$ cat config.mk
export PLATFORM = sky130hd
export DESIGN_NAME = game_port_timer
export DESIGN_NICKNAME = d
export VERILOG_FILES = /design/src/inc/game_port_pkg.sv /design/src/verilog/game_port_timer.sv
export SDC_FILE = /design/constraint.sdc
export NUM_CORES = 1
export LEC_CHECK = 0
export BUFFER_PORTS_ARGS = -buffer_cell sky130_fd_sc_hd__buf_2
export CAP_MARGIN = 40
export CELL_PAD_IN_SITES_DETAIL_PLACEMENT = 0
export CELL_PAD_IN_SITES_GLOBAL_PLACEMENT = 1
export CORE_MARGIN = 4
export CORE_UTILIZATION = 35
export DETAILED_ROUTE_END_ITERATION = 7
export PLACE_DENSITY = 0.74
export SYNTH_ARGS = -nofsm -noshare
export SYNTH_HDL_FRONTEND = slang
export SYNTH_SLANG_ARGS = --single-unit
$ cat constraint.sdc
create_clock -name clk -period 3.94 [get_ports clk]
set_input_delay 0.394 -clock clk [delete_from_list [all_inputs] [get_ports clk]]
set_output_delay 0.394 -clock clk [all_outputs]
set_load 0.005 [all_outputs]
$ cat src/inc/game_port_pkg.sv
package game_port_pkg;

    // Measurement width and saturation value.
    localparam int          CNT_W        = 12;
    localparam logic [11:0] CNT_MAX      = 12'hfff;

    // Counting clock derived from the 10 MHz device clock.
    localparam int          CLK_HZ       = 10000000;
    localparam int          TICK_HZ      = 895000;
    localparam int          TICK_DIV     = CLK_HZ / TICK_HZ;

    // Read sequence positions.
    localparam logic [2:0]  RD_LO_A      = 3'h0;
    localparam logic [2:0]  RD_LO_B      = 3'h1;
    localparam logic [2:0]  RD_LO_C      = 3'h2;
    localparam logic [2:0]  RD_LO_D      = 3'h3;
    localparam logic [2:0]  RD_HI_AB     = 3'h4;
    localparam logic [2:0]  RD_HI_CD     = 3'h5;
    localparam logic [2:0]  RD_SW        = 3'h6;

    // Remote frame joystick fields.
    typedef struct packed {
        logic [3:0]  buttons;
        logic [7:0]  lo_a;
        logic [7:0]  lo_b;
        logic [7:0]  lo_c;
        logic [7:0]  lo_d;
        logic [7:0]  hi_ab;
        logic [7:0]  hi_cd;
    } remote_stick_t;

    // Host port access.
    typedef struct packed {
        logic        wr;
        logic        rd;
    } host_access_t;

endpackage

$ cat src/verilog/game_port_timer.sv
`timescale 1ns/1ps
// Notes on behaviour
// - Four one-shot outputs, four button inputs.
// - Mode bit selects digital or analog timing.
// - Reads five, six give packed upper nibbles.
// - Read seven gives buttons in bits 3:0.
// - Each measurement is twelve bits, max fff.
// - Counters advance at about 909 kHz while pulsing in digital mode.
// - Docked with substitute bit uses remote values.
// - Dock input high means docked.
// - Remote frame carries buttons, lows, packed nibbles.
module game_port_timer #(
    // Counter width; the saturation value is cut to fit it.
    parameter int CNT_W = game_port_pkg::CNT_W
) (
    // Clock and reset.
    input  wire logic                          clk,
    input  wire logic                          reset,
    // Host port: trigger write, read strobe and the byte read back.
    input  wire game_port_pkg::host_access_t   host,
    output logic [7:0]                         rd_data,
    // Configuration levels, the dock input and the uploaded remote values.
    input  wire logic                          digital_mode,
    input  wire logic                          remote_sub_en,
    input  wire logic                          docked,
    input  wire game_port_pkg::remote_stick_t  remote,
    // RC feedback and the one-shot pins.
    input  wire logic [3:0]                    pot_pulse,
    output logic                               oneshot_out_a,
    output logic                               oneshot_out_b,
    output logic                               oneshot_out_c,
    output logic                               oneshot_out_d,
    // Joystick buttons.
    input  wire logic                          stick_button_a,
    input  wire logic                          stick_button_b,
    input  wire logic                          stick_button_c,
    input  wire logic                          stick_button_d
);

    ////////////////////////////////////////////////////////////////////////
    // Counting clock enable.

    logic [7:0] div_reg;
    logic [7:0] div_next;
    logic       tick;

    // Last count of the divider; the whole-cycle period is the truncated
    // ratio of the device clock to the counting clock.
    localparam logic [7:0] DIV_LAST = 8'(game_port_pkg::TICK_DIV - 1);

    // Divider gives a one-cycle pulse every TICK_DIV clocks. An integer
    // period cannot hit 895 kHz exactly from 10 MHz; eleven clocks give
    // about 909 kHz, so long widths read roughly one and a half per cent
    // high. A fractional accumulator would fix that at the cost of area.
    always_comb begin
        tick     = (div_reg == DIV_LAST);
        div_next = tick ? 8'h00 : div_reg + 8'h01;
    end

    // Registers only; the divider runs freely, so the first tick after a
    // trigger may come anywhere within one period.
    always_ff @(posedge clk or posedge reset) begin
        if (reset) begin
            div_reg <= 8'h00;
        end else begin
            div_reg <= div_next;
        end
    end

    ////////////////////////////////////////////////////////////////////////
    // One-shots and width counters.
    // One width counter sits behind each one-shot, all clocked by the shared tick.

    // The one-shot fires on the write and ends when the external RC network
    // reports the pulse over; that feedback arrives on pot_pulse.
    logic [3:0]       buttons;
    wire  [3:0]       shot_vec;
    wire  [CNT_W-1:0] cnt_val [4];

    // Buttons are read raw; the host does its own debouncing.
    assign buttons = {stick_button_d, stick_button_c, stick_button_b, stick_button_a};

    // Each channel owns a one-shot and a width counter. Analog mode still
    // fires the one-shots so the host can time them itself; only the counter
    // stays parked at zero.
    for (genvar ch = 0; ch < 4; ch++) begin : g_chan
        // Channel state stays local so no channel can disturb another.
        logic             fire_reg;
        logic             fire_next;
        logic [CNT_W-1:0] cnt_reg;
        logic [CNT_W-1:0] cnt_next;

        // A write restarts the channel even in mid-pulse, so a stale count
        // never leaks into the next read sequence.
        always_comb begin
            fire_next = fire_reg;
            cnt_next  = cnt_reg;
            if (host.wr) begin
                fire_next = 1'b1;
                cnt_next  = '0;
            end else if (fire_reg) begin
                if (!pot_pulse[ch]) begin
                    // The RC network has timed out, so the pulse ends.
                    fire_next = 1'b0;
                end else if (tick && digital_mode
                             && cnt_reg != CNT_W'(game_port_pkg::CNT_MAX)) begin
                    // Holding at the top value instead of wrapping keeps a very
                    // long pulse reading as the widest one.
                    cnt_next = cnt_reg + CNT_W'(1);
                end
            end
        end

        // Registers only; every decision sits in the process above.
        always_ff @(posedge clk or posedge reset) begin
            if (reset) begin
                fire_reg <= 1'b0;
                cnt_reg  <= '0;
            end else begin
                fire_reg <= fire_next;
                cnt_reg  <= cnt_next;
            end
        end

        // Hand the channel's state to the pins and to the read logic.
        assign shot_vec[ch] = fire_reg;
        assign cnt_val[ch]  = cnt_reg;
    end

    // The pins come straight from flops, so they cannot glitch while the RC
    // feedback settles near its threshold.
    assign oneshot_out_a = shot_vec[0];
    assign oneshot_out_b = shot_vec[1];
    assign oneshot_out_c = shot_vec[2];
    assign oneshot_out_d = shot_vec[3];

    ////////////////////////////////////////////////////////////////////////
    // Source selection and read sequencing.
    // Both sources share one packed shape, so the read logic never cares which.

    // Source selection state.
    logic                          use_remote;
    game_port_pkg::remote_stick_t  local_view;
    game_port_pkg::remote_stick_t  view;

    // Read pointer and the byte held on the port.
    logic [2:0]                    ptr_reg;
    logic [2:0]                    ptr_next;
    logic [7:0]                    data_reg;
    logic [7:0]                    data_next;

    // Substitution only while docked, so pulling the unit out of the dock
    // falls straight back to the local joystick without any software help.
    // The enable alone does nothing on an undocked unit.
    assign use_remote = docked && remote_sub_en;

    // Local counts packed in the same shape as the remote frame, so a single
    // selection picks a whole source and the two can never be mixed within
    // one slot.
    always_comb begin
        local_view.buttons = buttons;
        local_view.lo_a    = cnt_val[0][7:0];
        local_view.lo_b    = cnt_val[1][7:0];
        local_view.lo_c    = cnt_val[2][7:0];
        local_view.lo_d    = cnt_val[3][7:0];
        local_view.hi_ab   = {cnt_val[1][11:8], cnt_val[0][11:8]};
        local_view.hi_cd   = {cnt_val[3][11:8], cnt_val[2][11:8]};
    end

    // Remote values are taken at read time, not latched at the trigger, so a
    // read always shows the newest upload frame. The trade-off is that a
    // frame landing mid-sequence can mix two frames across the seven reads.
    assign view = use_remote ? remote : local_view;

    // Each read presents the data for the current slot and advances; the
    // pointer parks on the button slot so extra reads stay harmless.
    always_comb begin
        ptr_next  = ptr_reg;
        data_next = data_reg;
        if (host.wr) begin
            // A write in the same cycle as a read wins and rewinds the sequence.
            ptr_next = game_port_pkg::RD_LO_A;
        end else if (host.rd) begin
            // Slots follow the host's fixed read order.
            case (ptr_reg)
                game_port_pkg::RD_LO_A:  data_next = view.lo_a;
                game_port_pkg::RD_LO_B:  data_next = view.lo_b;
                game_port_pkg::RD_LO_C:  data_next = view.lo_c;
                game_port_pkg::RD_LO_D:  data_next = view.lo_d;
                game_port_pkg::RD_HI_AB: data_next = view.hi_ab;
                game_port_pkg::RD_HI_CD: data_next = view.hi_cd;
                game_port_pkg::RD_SW:    data_next = {4'h0, view.buttons};
                default:                 data_next = {4'h0, view.buttons};
            endcase
            // Past the button slot the pointer stays put; measurements are
            // never touched by reads, only by the next trigger.
            if (ptr_reg != game_port_pkg::RD_SW) begin
                ptr_next = ptr_reg + 3'h1;
            end
        end
    end

    // Registers only. Read data comes from a flop so the host sees a value
    // that cannot change while its read cycle is still open.
    always_ff @(posedge clk or posedge reset) begin
        if (reset) begin
            ptr_reg  <= game_port_pkg::RD_LO_A;
            data_reg <= 8'h00;
        end else begin
            ptr_reg  <= ptr_next;
            data_reg <= data_next;
        end
    end

    // The last byte read stays on the port until the next read strobe.
    assign rd_data = data_reg;

endmodule

==> flow_summary.ini <==
[outcome]
status = completed

[sta]
finalMaxSlewViolations = 0
whs_ns = 0.0174
fmax_mhz = 405
timing.slew.headroom_pct = 43.7
worstMarginPinSlew_ns = 0.839
hold_viol = 0
period_needed_ns = 2.47
fin_crit_sh_pct = 62.7
finClkSkew_ns = 0.00585
tns_ns = 0
setup_viol = 0
rsz0062_at_grt = no

[synthesis]
yosysMostFrequentCell = nand2_1
synthArstFlopShare_pct = 100
synth_area_leaders = dfrtp_1, nand2_1, xnor2_1
synth_warnings = 0
postSynthCellCount = 542
yosysTopAreaCell = dfrtp_1
avgSynthCellArea_sq_um = 8.37
synth_edf_count = 0
syn_nets = 620
ys_seq_elements = 71
synth_cell_types = 46
synth_seq_area_share_pct = 39.2
synthTopCellsByCount = nand2_1, dfrtp_1, nor2_1
synth_flop_cell = dfrtp_1
synth_area_sq_mm = 0.00453
yosys.area.top_type_share_pct = 39.2

[floorplan]
dieArea_sq_mm = 0.0148
num_io_pins = 79
fp.dieW_um = 122
fp.coreArea_sq_mm = 0.0127
die_h_um = 122
rows = 41
start_util_pct = 35.8

[clocking]
post-cts-setup-buffer-count = 0
cts_sinks = 71
clk_pin_slew_worst_paths_ns = 0.06
cts_tree = done
cts_root_buf = clkbuf_16
cts_made_buffers = 9
postCtsHoldBufs = 0
ctsResizeCount = 0
clk_latency_ns = 0.34
clockBufferDepth = 2
htreeDepth = 3

[routing]
routedWlPerCell_um = 16.9
via_count = 4169
dr.pass1.iters = 6
final_antenna_net_count = 0
drt_iter0_drc = 312
routed_wl_um = 13300
drc = 0
vias_per_cell = 5.30

[final_layout]
nets = 688
syn_to_final_growth_pct = 20.0
largest_register_ff_count = 48
drive_gt1_share_pct = 21.0
final_core_util_pct = 42.9
antenna_cells = 0
num-fill-cells = 1276
postLayoutCellArea_sq_mm = 0.00544

[global_routing]
grt_use_met1_pct = 26.3
use_met3_pct = 3.62
met2_usage_pct = 27.8
grt_pass1_vias = 4193
antenna_found_initial = 0
grtUsageTotal_pct = 18.5
grt_remaining_overflow = 0
grt_pass1_wl_um = 21500
top_usage_layer = met2
grt_max_degree = 41

[placed_design]
io_buffer_count = 78
dpl.hpwl_um = 10000
place_congestion = 0.863
placed_area_sq_mm = 0.00509

[worst_setup_path]
cpPeakStageDelay_ns = 0.61
crit_chain = nor4b_4, nand4_1, nor4b_1, xnor2_1, nor2_1
cp.arrival_ns = 2.69
cp-end-kind = register
crit_path_top_delay_cell = nand4_1
setup.worst_path.start_class = register
worst_ep_required_time_ns = 4.16
worstSetupPathType = reg -> reg
cp_max_fo = 12

[power]
p_per_area_mw_per_mm2 = 355
ir_worst_vdd_v = 0.000171
p_leak_nw = 2.24
fin_total_pwr_w = 0.00193

[flow_run]
maxCapViolCount = 0

[worst_hold_path]
hp-class = in -> async
[cell families (layout without fill, tap and decap cells)]
family	Yosys count	in the layout	synth area share, %
flops	71	71	39.2
xor+xnor	40	40	7.73
fa+ha+maj	11	11	3.04
simple gates	285	285	30.8
buf+inv	36	109	3.06
mux	20	20	5.08
compound gates	79	79	11.1
[cell usage in the layout, fill, tap and decap left out, drive strengths merged, types with 4 or more instances in the layout]
master,count
nand2,106
buf,84
dfrtp,71
nor2,58
xnor2,38
a21oi,33
nand3,24
nor3,18
nand4,17
mux2,14
nor4,14
o21ai,12
a221oi,11
ha,11
clkbuf,11
nand2b,9
nor2b,9
and3,9
inv,9
a31oi,6
mux2i,5
and2,5
a211oi,4
nor3b,4
nor4b,4
[worst max-delay path, delay by kind of cell, from the launching register on]
family	cells	cell delay [ns]
flops	1	0.45
xor+xnor	1	0.17
simple gates	4	1.72
[routing by layer]
layer,vias up,wire [um]
met3,21,703
met5,-,0
met2,104,5950
li1,2042,-
met4,0,284
met1,2002,6350
[per-stage QoR]
step                setup slack [ns]  cells
finish                          1.47    787
global route                    1.22    787
CTS                             1.45    787
detailed placement              1.46    771
global placement                1.59    770
floorplan                       1.75    542
[report_power, final]
group / switching [W] / internal (W)
registers: 0.0000158 / 0.000750
clock network: 0.000323 / 0.000636
logic: 0.000124 / 0.0000818
[worst paths after layout]
check	from	endpoint	cells past startpoint	slack, ns
max in group asynchronous	reset	g_chan[2].cnt_reg[5]$_DFFE_PP0P_	4	2.97
hold / removal	reset	div_reg[5]$_DFF_PP0_	2	0.02
setup reg to reg	div_reg[2]$_DFF_PP0_	g_chan[2].cnt_reg[4]$_DFFE_PP0P_	5	1.47
setup / recovery	div_reg[2]$_DFF_PP0_	g_chan[2].cnt_reg[4]$_DFFE_PP0P_	5	1.47
hold reg to reg	rd_data[3]$_DFFE_PP0P_	rd_data[3]$_DFFE_PP0P_	2	0.50
min in group clk	pot_pulse[3]	oneshot_out_d$_DFF_PP0_	3	0.35
[final cells by class]
| class | count | area, sq um | area share, % |
|---|---|---|---|
| sequential | 71 | 1780 | 32.7 |
| timing repair buffer | 84 | 448 | 8.23 |
| multi-input combinational | 435 | 2620 | 48.1 |
| tap | 172 | 215 | 3.96 |
| clock buffer | 11 | 243 | 4.46 |
| clock inverter | 5 | 105 | 1.93 |
| inverter | 9 | 33.8 | 0.621 |
Note: power is estimated with default switching activity, not from simulation.
